File: config.mk
export PLATFORM = sky130hd
export DESIGN_NAME = clock_select_time_base
export DESIGN_NICKNAME = d
export VERILOG_FILES = /design/src/common/clock_select_time_base_pkg.sv /design/src/rtl/clock_select_time_base.sv /design/src/rtl/clock_switch.sv /design/src/rtl/decade_divider.sv
export SDC_FILE = /design/constraint.sdc
export NUM_CORES = 1
export LEC_CHECK = 0
export BUFFER_PORTS_ARGS = -buffer_cell sky130_fd_sc_hd__buf_2
export CORE_UTILIZATION = 25
export CTS_CLUSTER_SIZE = 28
export DETAILED_ROUTE_END_ITERATION = 10
export GPL_TIMING_DRIVEN = 0
export MAX_ROUTING_LAYER = met4
export SYNTH_ARGS = -nofsm -noshare
export SYNTH_HDL_FRONTEND = slang
export SYNTH_HIERARCHICAL = 1
export SYNTH_SLANG_ARGS = --single-unit
File: constraint.sdc
create_clock -name i_clk -period 6.2 [get_ports i_clk]
set_input_delay 1.24 -clock i_clk [delete_from_list [all_inputs] [get_ports i_clk]]
set_output_delay 1.24 -clock i_clk [all_outputs]
set_load 0.01 [all_outputs]
File: src/common/clock_select_time_base_pkg.sv
// Purpose: Shared constants and types for the clock select and time base block
// Assumes: Byte addresses on a 32-bit Avalon-MM slave, one register per word
// Notes: Register indices are word indices; byte address is four times the index
package clock_select_time_base_pkg;

   // ----------------------------------------
   // Clocking
   // ----------------------------------------
   localparam int unsigned CLK_HZ = 50_000_000;

   // ----------------------------------------
   // Time base chain layout
   // ----------------------------------------
   localparam int unsigned TBC_WIDTH = 15;
   localparam logic [14:0] TBC_RST = 15'h0000;
   localparam int unsigned STG_256HZ = 6;
   localparam int unsigned STG_128HZ = 7;
   localparam int unsigned STG_64HZ = 8;
   localparam int unsigned STG_32HZ = 9;
   localparam int unsigned STG_16HZ = 10;
   localparam int unsigned STG_8HZ = 11;
   localparam int unsigned STG_1HZ = 14;
   localparam logic [14:0] TBC_LOW_RATE_KEEP = 15'h07ff;
   localparam logic [3:0] DECADE_RST = 4'h0;
   localparam logic [3:0] DECADE_LAST = 4'h9;
   localparam logic [3:0] DECADE_HIGH_FROM = 4'h5;

   // ----------------------------------------
   // Tick taps (order of event vector)
   // ----------------------------------------
   localparam int unsigned TICK_COUNT = 5;
   localparam int unsigned TICK_256HZ = 0;
   localparam int unsigned TICK_32HZ = 1;
   localparam int unsigned TICK_16HZ = 2;
   localparam int unsigned TICK_1HZ = 3;
   localparam int unsigned TICK_0P1HZ = 4;

   // ----------------------------------------
   // Register map
   // ----------------------------------------
   localparam logic [5:0] IDX_CLOCK_SOURCE_SELECT = 6'h09;
   localparam logic [5:0] IDX_TIME_BASE_READOUT = 6'h0f;
   localparam logic [5:0] IDX_DECADE_TICK_REQUEST = 6'h33;
   localparam logic [5:0] IDX_TICK_REQUEST = 6'h35;
   localparam logic [7:0] ADDR_CLOCK_SOURCE_SELECT = {IDX_CLOCK_SOURCE_SELECT, 2'b00};
   localparam logic [7:0] ADDR_TIME_BASE_READOUT = {IDX_TIME_BASE_READOUT, 2'b00};
   localparam logic [7:0] ADDR_DECADE_TICK_REQUEST = {IDX_DECADE_TICK_REQUEST, 2'b00};
   localparam logic [7:0] ADDR_TICK_REQUEST = {IDX_TICK_REQUEST, 2'b00};

   // ----------------------------------------
   // Fields and reset values
   // ----------------------------------------
   localparam int unsigned FAST_CLOCK_PICK_BIT = 0;
   localparam int unsigned RC_ACTIVE_BIT = 1;
   localparam logic FAST_CLOCK_PICK_RST = 1'b0;
   localparam logic [3:0] TICK_REQUEST_RST = 4'h0;
   localparam logic DECADE_REQUEST_RST = 1'b0;

   // ----------------------------------------
   // Clock switch states
   // ----------------------------------------
   typedef enum logic [3:0] {
      SW_XTAL = 4'b0001,
      SW_TO_RC = 4'b0010,
      SW_RC = 4'b0100,
      SW_TO_XTAL = 4'b1000
   } switch_state_type;

endpackage

File: src/rtl/clock_select_time_base.sv
// Purpose: Clock source selection and time base divider chain with register access
// Assumes: Oscillator levels arrive synchronous to i_clk; Avalon-MM slave, 32-bit
// Notes: Chain advances on falling edges of the sampled crystal level
//
// Register access over Avalon-MM is this design's own decision.
`timescale 1ns/1ns

// Notes on behaviour
// - Select bit 0 clear picks crystal clock, set picks RC clock.
// - RC oscillator runs when picked, while the switch is still on it, or in test fast-clock output mode.
// - Crystal oscillator always runs, even while RC clock drives the system.
// - Reset clears the select bit, so the crystal clock drives the system.
// - Setting the select bit raises the internal logic supply at the same time.
// - Fifteen binary stages plus a divide-by-ten stage, all from the crystal.
// - Chain starts at zero after reset and steps on crystal falling edges.
// - Falling edges of 256, 32, 16, 1 and 0.1 Hz raise tick requests.
// - The 16 Hz stage feeds the watchdog count input.
// - The 1, 8 and 16 Hz stages feed the buzzer driver.
// - The 64 Hz stage is the input port sampling clock.
// - The 1 and 8 Hz stages feed the system reset circuit.
// - The 256, 128, 64 and 32 Hz stages are capture input data.
// - Readout returns 8, 4, 2, 1 Hz stage levels in bits 0 to 3.
// - Any readout write clears 8, 4, 2, 1 and 0.1 Hz stages; data ignored.
// - A write that drops a high stage raises that stage's tick request.
// - Requests for 256, 32, 16, 1 Hz sit in bits 0 to 3 of one register.
module clock_select_time_base
   import clock_select_time_base_pkg::*;
(
   // Clock and reset
   input wire logic i_clk,
   input wire logic i_nrst,
   // Oscillator levels
   input wire logic i_xtal_clk,
   input wire logic i_rc_clk,
   // Test mode
   input wire logic i_test_fast_clk_out,
   // Avalon-MM slave
   input wire logic [7:0] i_avs_address,
   input wire logic i_avs_read,
   input wire logic i_avs_write,
   input wire logic [31:0] i_avs_writedata,
   input wire logic [3:0] i_avs_byteenable,
   output logic [31:0] o_avs_readdata,
   output logic o_avs_waitrequest,
   // Clock control
   output logic o_sys_clk,
   output logic o_rc_osc_enable,
   output logic o_xtal_osc_enable,
   output logic o_logic_supply_raise,
   // Time base taps
   output logic o_wdt_tick,
   output logic [2:0] o_buzzer_ticks,
   output logic o_port_sample_clk,
   output logic [1:0] o_reset_ticks,
   output logic [3:0] o_capture_data,
   // Tick events and requests
   output logic [4:0] o_tick_events,
   output logic [3:0] o_tick_request,
   output logic o_decade_tick_request
);

   // ----------------------------------------
   // Declarations
   // ----------------------------------------
   logic xtal_q;
   logic xtal_prev_q;
   logic rc_q;
   logic rc_prev_q;
   logic xtal_fall;
   logic fast_clock_pick_q;
   logic rc_active;
   logic [14:0] time_base_divider_q;
   logic [14:0] time_base_divider_d;
   logic decade_level;
   logic one_hz_fall;
   logic [4:0] tick_now;
   logic [4:0] tick_prev_q;
   logic [4:0] tick_fall;
   logic [3:0] tick_request_q;
   logic decade_request_q;
   logic [31:0] readdata_q;
   logic ack_q;
   logic req;
   logic wr_take;
   logic wr_lane0;
   logic hit_select;
   logic hit_readout;
   logic hit_request;
   logic hit_decade;
   logic [31:0] read_mux;

   // ----------------------------------------
   // Oscillator sampling
   // ----------------------------------------

   // Keep current and previous levels for edge detection
   always_ff @(posedge i_clk) begin
      if (!i_nrst) begin
         xtal_q <= 1'b0;
         xtal_prev_q <= 1'b0;
         rc_q <= 1'b0;
         rc_prev_q <= 1'b0;
      end else begin
         xtal_q <= i_xtal_clk;
         xtal_prev_q <= xtal_q;
         rc_q <= i_rc_clk;
         rc_prev_q <= rc_q;
      end
   end

   assign xtal_fall = xtal_prev_q & ~xtal_q;

   // ----------------------------------------
   // Bus handshake
   // ----------------------------------------

   // One wait state: data is prepared, then the request completes
   assign req = i_avs_read | i_avs_write;
   assign o_avs_waitrequest = req & ~ack_q;
   assign wr_take = i_avs_write & ack_q;
   assign wr_lane0 = wr_take & i_avs_byteenable[0];

   // Acknowledge one cycle after a request appears
   always_ff @(posedge i_clk) begin
      if (!i_nrst) begin
         ack_q <= 1'b0;
      end else begin
         ack_q <= req & ~ack_q;
      end
   end

   // Address decode
   always_comb begin
      hit_select = 1'b0;
      hit_readout = 1'b0;
      hit_request = 1'b0;
      hit_decade = 1'b0;
      if (i_avs_address == ADDR_CLOCK_SOURCE_SELECT) begin
         hit_select = 1'b1;
      end else if (i_avs_address == ADDR_TIME_BASE_READOUT) begin
         hit_readout = 1'b1;
      end else if (i_avs_address == ADDR_TICK_REQUEST) begin
         hit_request = 1'b1;
      end else if (i_avs_address == ADDR_DECADE_TICK_REQUEST) begin
         hit_decade = 1'b1;
      end
   end

   // ----------------------------------------
   // Clock source select
   // ----------------------------------------

   // Select bit, cleared by reset
   always_ff @(posedge i_clk) begin
      if (!i_nrst) begin
         fast_clock_pick_q <= FAST_CLOCK_PICK_RST;
      end else if (wr_lane0 && hit_select) begin
         fast_clock_pick_q <= i_avs_writedata[FAST_CLOCK_PICK_BIT];
      end
   end

   clock_switch clock_switch_inst (
      .i_clk(i_clk),
      .i_nrst(i_nrst),
      .i_xtal_now(xtal_q),
      .i_xtal_prev(xtal_prev_q),
      .i_rc_now(rc_q),
      .i_rc_prev(rc_prev_q),
      .i_pick_rc(fast_clock_pick_q),
      .o_sys_clk(o_sys_clk),
      .o_rc_active(rc_active)
   );

   // Oscillator enables and supply control; RC runs until the switch has left it
   assign o_rc_osc_enable = fast_clock_pick_q | rc_active | i_test_fast_clk_out;
   assign o_xtal_osc_enable = 1'b1;
   assign o_logic_supply_raise = fast_clock_pick_q;

   // ----------------------------------------
   // Time base chain
   // ----------------------------------------

   // Next count: step on crystal fall, then low-rate stages cleared on write
   always_comb begin
      time_base_divider_d = time_base_divider_q;
      if (xtal_fall) begin
         time_base_divider_d = time_base_divider_q + 15'h0001;
      end
      if (wr_take && hit_readout) begin
         time_base_divider_d = time_base_divider_d & TBC_LOW_RATE_KEEP;
      end
   end

   // Binary stages
   always_ff @(posedge i_clk) begin
      if (!i_nrst) begin
         time_base_divider_q <= TBC_RST;
      end else begin
         time_base_divider_q <= time_base_divider_d;
      end
   end

   // 1 Hz falls when its stage drops from the carry, not from a clear
   assign one_hz_fall = xtal_fall & (&time_base_divider_q) & ~(wr_take & hit_readout);

   decade_divider decade_divider_inst (
      .i_clk(i_clk),
      .i_nrst(i_nrst),
      .i_step(one_hz_fall),
      .i_clear(wr_take & hit_readout),
      .o_level(decade_level)
   );

   // ----------------------------------------
   // Taps to peripherals
   // ----------------------------------------
   assign o_wdt_tick = time_base_divider_q[STG_16HZ];
   assign o_buzzer_ticks = {time_base_divider_q[STG_1HZ],
                            time_base_divider_q[STG_8HZ],
                            time_base_divider_q[STG_16HZ]};
   assign o_port_sample_clk = time_base_divider_q[STG_64HZ];
   assign o_reset_ticks = {time_base_divider_q[STG_1HZ],
                           time_base_divider_q[STG_8HZ]};
   assign o_capture_data = time_base_divider_q[STG_32HZ:STG_256HZ + 0] == 4'h0 ?
                           4'h0 : {time_base_divider_q[STG_32HZ],
                                   time_base_divider_q[STG_64HZ],
                                   time_base_divider_q[STG_128HZ],
                                   time_base_divider_q[STG_256HZ]};

   // ----------------------------------------
   // Tick edge detection
   // ----------------------------------------

   // Current tick levels in event order
   assign tick_now = {decade_level,
                      time_base_divider_q[STG_1HZ],
                      time_base_divider_q[STG_16HZ],
                      time_base_divider_q[STG_32HZ],
                      time_base_divider_q[STG_256HZ]};

   // Previous levels for falling detection
   always_ff @(posedge i_clk) begin
      if (!i_nrst) begin
         tick_prev_q <= 5'h00;
      end else begin
         tick_prev_q <= tick_now;
      end
   end

   // Falling edge per tick, cleared stages included
   genvar g;
   generate
      for (g = 0; g < TICK_COUNT; g++) begin : g_tick
         assign tick_fall[g] = tick_prev_q[g] & ~tick_now[g];
      end
   endgenerate

   // Registered event pulses
   always_ff @(posedge i_clk) begin
      if (!i_nrst) begin
         o_tick_events <= 5'h00;
      end else begin
         o_tick_events <= tick_fall;
      end
   end

   // ----------------------------------------
   // Tick request flags
   // ----------------------------------------

   // Software may write either value; a new fall always wins
   always_ff @(posedge i_clk) begin
      if (!i_nrst) begin
         tick_request_q <= TICK_REQUEST_RST;
      end else if (wr_lane0 && hit_request) begin
         tick_request_q <= i_avs_writedata[3:0] | tick_fall[TICK_1HZ:TICK_256HZ];
      end else begin
         tick_request_q <= tick_request_q | tick_fall[TICK_1HZ:TICK_256HZ];
      end
   end

   // 0.1 Hz request flag
   always_ff @(posedge i_clk) begin
      if (!i_nrst) begin
         decade_request_q <= DECADE_REQUEST_RST;
      end else if (wr_lane0 && hit_decade) begin
         decade_request_q <= i_avs_writedata[0] | tick_fall[TICK_0P1HZ];
      end else begin
         decade_request_q <= decade_request_q | tick_fall[TICK_0P1HZ];
      end
   end

   assign o_tick_request = tick_request_q;
   assign o_decade_tick_request = decade_request_q;

   // ----------------------------------------
   // Read path
   // ----------------------------------------

   // Read value of the addressed register, zero elsewhere
   always_comb begin
      read_mux = 32'h0000_0000;
      if (hit_select) begin
         read_mux[FAST_CLOCK_PICK_BIT] = fast_clock_pick_q;
         read_mux[RC_ACTIVE_BIT] = rc_active;
      end else if (hit_readout) begin
         read_mux[3:0] = time_base_divider_q[STG_1HZ:STG_8HZ];
      end else if (hit_request) begin
         read_mux[3:0] = tick_request_q;
      end else if (hit_decade) begin
         read_mux[0] = decade_request_q;
      end
   end

   // Capture read data in the wait cycle
   always_ff @(posedge i_clk) begin
      if (!i_nrst) begin
         readdata_q <= 32'h0000_0000;
      end else if (i_avs_read && !ack_q) begin
         readdata_q <= read_mux;
      end
   end

   assign o_avs_readdata = readdata_q;

endmodule // clock_select_time_base

File: src/rtl/clock_switch.sv
// Purpose: Glitch-free change of system clock between crystal and RC levels
// Assumes: Both oscillator levels are sampled at i_clk by the caller
// Notes: Output is held low between the old source's fall and the new one's fall
`timescale 1ns/1ns
module clock_switch
   import clock_select_time_base_pkg::*;
(
   // Clock and reset
   input wire logic i_clk,
   input wire logic i_nrst,
   // Oscillator levels, current and one cycle back
   input wire logic i_xtal_now,
   input wire logic i_xtal_prev,
   input wire logic i_rc_now,
   input wire logic i_rc_prev,
   // Selection
   input wire logic i_pick_rc,
   // Result
   output logic o_sys_clk,
   output logic o_rc_active
);

   switch_state_type state_q;
   logic xtal_fall;
   logic rc_fall;

   assign xtal_fall = i_xtal_prev & ~i_xtal_now;
   assign rc_fall = i_rc_prev & ~i_rc_now;

   // Hand over only at falling edges of both sources
   always_ff @(posedge i_clk) begin
      if (!i_nrst) begin
         state_q <= SW_XTAL;
      end else begin
         case (state_q)
            SW_XTAL: begin
               if (i_pick_rc && xtal_fall) begin
                  state_q <= SW_TO_RC;
               end
            end
            SW_TO_RC: begin
               if (!i_pick_rc) begin
                  state_q <= SW_TO_XTAL;
               end else if (rc_fall) begin
                  state_q <= SW_RC;
               end
            end
            SW_RC: begin
               if (!i_pick_rc && rc_fall) begin
                  state_q <= SW_TO_XTAL;
               end
            end
            SW_TO_XTAL: begin
               if (xtal_fall) begin
                  state_q <= SW_XTAL;
               end
            end
            default: begin
               state_q <= SW_XTAL;
            end
         endcase
      end
   end

   // Registered clock follows the engaged source, low while changing
   always_ff @(posedge i_clk) begin
      if (!i_nrst) begin
         o_sys_clk <= 1'b0;
         o_rc_active <= 1'b0;
      end else begin
         o_rc_active <= (state_q == SW_RC);
         case (state_q)
            SW_XTAL: o_sys_clk <= i_xtal_now;
            SW_RC: o_sys_clk <= i_rc_now;
            default: o_sys_clk <= 1'b0;
         endcase
      end
   end

endmodule // clock_switch

File: src/rtl/decade_divider.sv
// Purpose: Divide-by-ten stage fed by the 1 Hz stage, gives the 0.1 Hz level
// Assumes: i_step is a one-cycle pulse on each falling edge of the 1 Hz stage
// Notes: Clearing while the output is high makes it fall at once
`timescale 1ns/1ns
module decade_divider
   import clock_select_time_base_pkg::*;
(
   // Clock and reset
   input wire logic i_clk,
   input wire logic i_nrst,
   // Control
   input wire logic i_step,
   input wire logic i_clear,
   // Result
   output logic o_level
);

   logic [3:0] count_q;

   // Count 0..9, clear wins over a step
   always_ff @(posedge i_clk) begin
      if (!i_nrst) begin
         count_q <= DECADE_RST;
      end else if (i_clear) begin
         count_q <= DECADE_RST;
      end else if (i_step) begin
         if (count_q == DECADE_LAST) begin
            count_q <= DECADE_RST;
         end else begin
            count_q <= count_q + 4'h1;
         end
      end
   end

   // High for the second half of the ten-count period
   always_ff @(posedge i_clk) begin
      if (!i_nrst) begin
         o_level <= 1'b0;
      end else if (i_clear) begin
         o_level <= 1'b0;
      end else if (i_step) begin
         o_level <= (count_q >= (DECADE_HIGH_FROM - 4'h1)) && (count_q != DECADE_LAST);
      end
   end

endmodule // decade_divider

==> results of run 1 <==
area by class of cell:
class	instances	area [µm²]
multi-input cells	216	1349
plain buffers	45	307.8
flip-flops and latches	51	1021
repair buffers	46	230.2
clock buffers	6	82.58
fillers	1069	6725
well taps	133	166.4
inverters	6	22.52
clock inverters	1	5.005
path summary, 6_finish.rpt:
check,from,end,slack (ps),cells after the start
worst min-delay path,o_avs_readdata[3],o_avs_readdata[3],450,2
worst max register to register,time_base_divider_q[6],decade_divider_inst/count_q[3],3590,7
worst min register to register,o_avs_readdata[3],o_avs_readdata[3],450,2
worst max-delay path,i_avs_address[2],decade_divider_inst/count_q[3],3020,9
cell families after synthesis:
group           after synthesis
xor+xnor                     13
flops                        51
fa+ha+maj                     1
simple gates                124
buf+inv                      51
other cells                   2
mux                           7
compound gates               42
power by group through the flow:
stage / Sequential [mW] / Clock (mW) / Combinational, mW
2_1_floorplan: 0.340 / 0 / 0.0397
3_3_place_gp: 0.341 / 0 / 0.0543
3_5_place_dp: 0.341 / 0 / 0.0548
4_1_cts: 0.333 / 0.199 / 0.0550
5_1_grt: 0.334 / 0.214 / 0.0608
6_report: 0.333 / 0.191 / 0.0552
registers in the layout (all words and copies together) (netlist names):
name	count
ack_q	1
clock_switch_inst/o_rc_active	1
clock_switch_inst/o_sys_clk	1
clock_switch_inst/state_q	4
decade_divider_inst/count_q	4
decade_divider_inst/o_level	1
o_avs_readdata	4
o_decade_tick_request	1
o_logic_supply_raise	1
o_tick_events	5
o_tick_request	4
rc_prev_q	1
rc_q	1
tick_prev_q	5
time_base_divider_q	15
xtal_prev_q	1
xtal_q	1
worst max-delay path: stages:
cell     delay [ps]
buf_2           100
nor3b_1         140
buf_2           170
nand2_1         100
nor3_1           90
nor4b_1         870
nand3_2         170
mux2_2          330
o32ai_2         180
layer usage:
layer  share of wire [%]  global-route usage, %  up-vias
met1                  48                  13.87      972
li1                    -                      -     1113
met2                  44                  17.62       67
met3                 6.4                  3.571       12
met4                 1.9                  4.388        0
met5                   0                      -        -
cells in the final DEF, fill, tap and decap left out, types with 13 or more instances in the layout:
master and count:
nor2_1 25, conb_1 29, a21oi_1 13, nand2_1 13, dfxtp_1 51, buf_4 34, buf_2 48
==> metrics.cfg, run 1 <==
[status]
status=finished, final reports clean

[logic_synthesis]
synth_area_leaders=dfxtp_1 (39%), buf_4 (9.8%), nor2_1 (3.6%), a21oi_1 (2.5%), and2_1 (2.4%)
synth_top_family_by_area=simple AND/OR/NAND/NOR gates
async_flop_share_pct=0
synth_area_mm2=0.002599
yosys.area_share.simple_pct=28.89
synth_largest_area_cell=dfxtp_1
synth_ff_type=dfxtp_1
synth_compound_area_share_pct=11.22
synth-edff-count=0
synth_xor_area_share_pct=4.381
synth-seq-area-share_pct=39.29
synth_fa_ha_area_share_pct=0.4815
synth_common_cells=dfxtp_1 (51), buf_4 (34), nor2_1 (25)
muxShareOfSynthArea_pct=2.744
synth_cells=291
post-synth-top-count-cell=dfxtp_1
syn_area_per_cell_um2=8.930
synth_top_area_share_pct=39.29
yosysUniqueCellTypes=55
ys_seq_elements=51
synth_warnings=6

[timing]
max_freq_mhz=314.1
holdWs_ps=452.1
fin_crit_ps=3184
setup_viol=0
rsz0062_at_grt=no
fin_setup_tns_ps=0
fin_skew_ps=6.503
drv_slew=0
tightest_slew_ps=997.0
maxSlewHeadroom_pct=32.60
final-hold-violation-count=0
period_share_pct=51.36
fin_ws_ps=3016

[global_routing]
antenna_found_initial=0
grt_pass1_vias=1964
track_usage_pct=11.42
grt_pass1_wl_um=9632
grt_max_degree=15
overflow=0

[placement]
place_hpwl_um=4531
dp.cells=497
io_buffers=46
gp_congestion=0.7910
placed_area_mm2=0.003097
dp_slack_ps=2667

[flow_run]
max_cap_viol_count=0

[die]
core-area_mm2=0.009910
ios=109
fp.dieW_um=104.0
rows=36
die_height_um=104.0
die_area_mm2=0.01081
start_util_pct=26.22

[drt]
vias=2164
wl_per_cell_um=11.48
drt_wl_total_um=5787
route.detailed.drc=0
drt-initial-drc-count=110
ant_nets=0
viasPerCell=4.294
dr.pass1.iters=4

[finish]
fin_util_pct=32.13
area_growth_pct=22.53
fin_area_mm2=0.003184
final_cells=504
n_antenna_cell=0
nets=423
drive_above_1_share_pct=28.30

[clock_network]
htree_levels=2
cts_sinks=51
holdBufCountCts=0
cts_buffers=5
cts_tree=built
cts_resized=0
cts_setup_buffers=0
clock_path_buffers=2
clk_latency_ps=300
clock-root-buffer=clkbuf_8
clkTransAtPathRegs_ps=90

[power_and_ir_drop]
p_leak_nw=1.399
power_uw=579.3
combPwrFrac_pct=9.5
internal_power_uw=442.9
power_frac_clock_pct=33.0
powerDensity_mw_per_mm2=181.9
pwr-share-seq_pct=57.5
switching_share_pct=23.55
max-vdd-ir-drop_mv=0.08292
netSwitchingPower_uw=136.5

[worst_setup_path]
timing.critical_path.to_type=flop
cp.required_ps=6420
crit_type=input port to flop
crit_arrival_ps=3400
start_kind=input port
path_max_fanout=10

[worst_hold_path]
min_path_type=flop to flop

(Power assumes the default switching activity.)
==> run 2: changes to the inputs <==
==> constraint.sdc (replaced) <==
create_clock -name i_clk -period 2.8 [get_ports i_clk]
set_input_delay 0.56 -clock i_clk [delete_from_list [all_inputs] [get_ports i_clk]]
set_output_delay 0.56 -clock i_clk [all_outputs]
set_load 0.01 [all_outputs]
==> run 2 against run 1 <==
Against the previous run: final cell count unchanged; critical path depth decreased by 2; critical endpoint unchanged; critical path type is now flop to flop; largest cell class unchanged; sequential power increased by 120%; highest routed layer unchanged.
==> metrics.cfg, run 2 (synthesis results as in run 1) <==
[status]
status=finished, final reports clean

[global_routing]
grt_pass1_vias=1964
grt_pass1_wl_um=9632
grt_max_degree=15
overflow=0
track_usage_pct=11.42
antenna_found_initial=0

[worst_setup_path]
crit_family=simple AND/OR/NAND/NOR gates
path_max_fanout=10
critPathSlowestCell=nor4b_2
crit_arrival_ps=2500
path_cells=clkbuf_2, and4_1, nand4_1, nor4b_2, nand3_2, mux2_2, o32ai_2
start_kind=flop
crit_type=flop to flop
timing.critical_path.to_type=flop
cp.required_ps=3020
critical_path.max_stage_delay_ps=590
crit_buf_inv=1

[clock_network]
cts_buffers=5
cts_setup_buffers=0
cts_sinks=51
cts_tree=built
htree_levels=2
clkTransAtPathRegs_ps=90
clk_latency_ps=300
clock-root-buffer=clkbuf_8
clock_path_buffers=2

[finish]
final_common_cell=dfxtp_1
area_growth_pct=22.77
mostFrequentLayoutCells=dfxtp_1 (51), buf_2 (48), buf_4 (34)
largest-register=time_base_divider_q
top_regs=time_base_divider_q: 15 flops, o_tick_events: 5 flops, tick_prev_q: 5 flops
fin_util_pct=32.20
drive_above_1_share_pct=28.57
largest_register_ffs=15
nets=423
n_antenna_cell=0
final_cells=504
fin_area_mm2=0.003191

[drt]
dr.pass1.iters=4
viasPerCell=4.294
route.detailed.drc=0
drt_wl_total_um=5786
ant_nets=0
vias=2164
drt-initial-drc-count=109
wl_per_cell_um=11.48

[placement]
dp.cells=497
io_buffers=46
dp_slack_ps=-52.65
gp_congestion=0.7910
place_hpwl_um=4531
placed_area_mm2=0.003097

[die]
start_util_pct=26.22
die_height_um=104.0
rows=36
die_area_mm2=0.01081
fp.dieW_um=104.0
core-area_mm2=0.009910
ios=109

[timing]
fin_crit_ps=2283
drv_slew=0
holdWs_ps=452.1
tightest_slew_ps=558.9
final-hold-violation-count=0
setup_viol=0
max_freq_mhz=438.0
fin_setup_tns_ps=0
rsz0062_at_grt=no
maxSlewHeadroom_pct=62.65
fin_ws_ps=517.0
fin_skew_ps=6.408
period_share_pct=81.54

[worst_hold_path]
min_path_type=flop to flop

[power_and_ir_drop]
p_leak_nw=1.399
powerDensity_mw_per_mm2=402.0
max-vdd-ir-drop_mv=0.1835
power_mw=1.283

[flow_run]
max_cap_viol_count=0

==> run 2: repair_timing <==
item,CTS,global route
setup endpoints to repair,0,2
hold buffers,0,0
hold endpoints to repair,0,0
gates resized for setup,0,1
==> run 2: layout make-up <==
type                    instances  area [µm²]
multi-input cells             216        1355
fillers                      1070        6719
clock inverters                 1       5.005
inverters                       6       22.52
well taps                     133       166.4
clock buffers                   6       82.58
plain buffers                  45       307.8
flip-flops and latches         51        1021
repair buffers                 46       230.2
==> run 2: final timing paths <==
kind	from	slack [ps]	end	cells past startpoint
worst min register to register	o_avs_readdata[3]	450	o_avs_readdata[3]	2
worst max register to register	time_base_divider_q[6]	520	decade_divider_inst/count_q[3]	7
worst max-delay path	time_base_divider_q[6]	520	decade_divider_inst/count_q[3]	7
worst min-delay path	o_avs_readdata[3]	450	o_avs_readdata[3]	2
==> run 2: per-layer routing <==
layer | GRT usage, % | share of wire (%) | wire [µm] | vias up
met5 | - | 0 | 0 | -
met4 | 4.388 | 1.9 | 112 | 0
met3 | 3.571 | 6.4 | 368 | 12
met2 | 17.62 | 44 | 2535 | 67
met1 | 13.87 | 48 | 2770 | 971
li1 | - | - | - | 1114
==> run 2: power breakdown <==
group          switching, mW  internal [mW]
registers            0.00670          0.731
clock network          0.228          0.194
logic                 0.0669         0.0553
==> run 2: worst min-delay path, delay by kind of cell (launching register included) <==
kind | cells | cell delay [ps]
AND/OR/NAND/NOR | 1 | 50
AO/OA/AOI/OAI | 1 | 50
flip-flops | 1 | 320
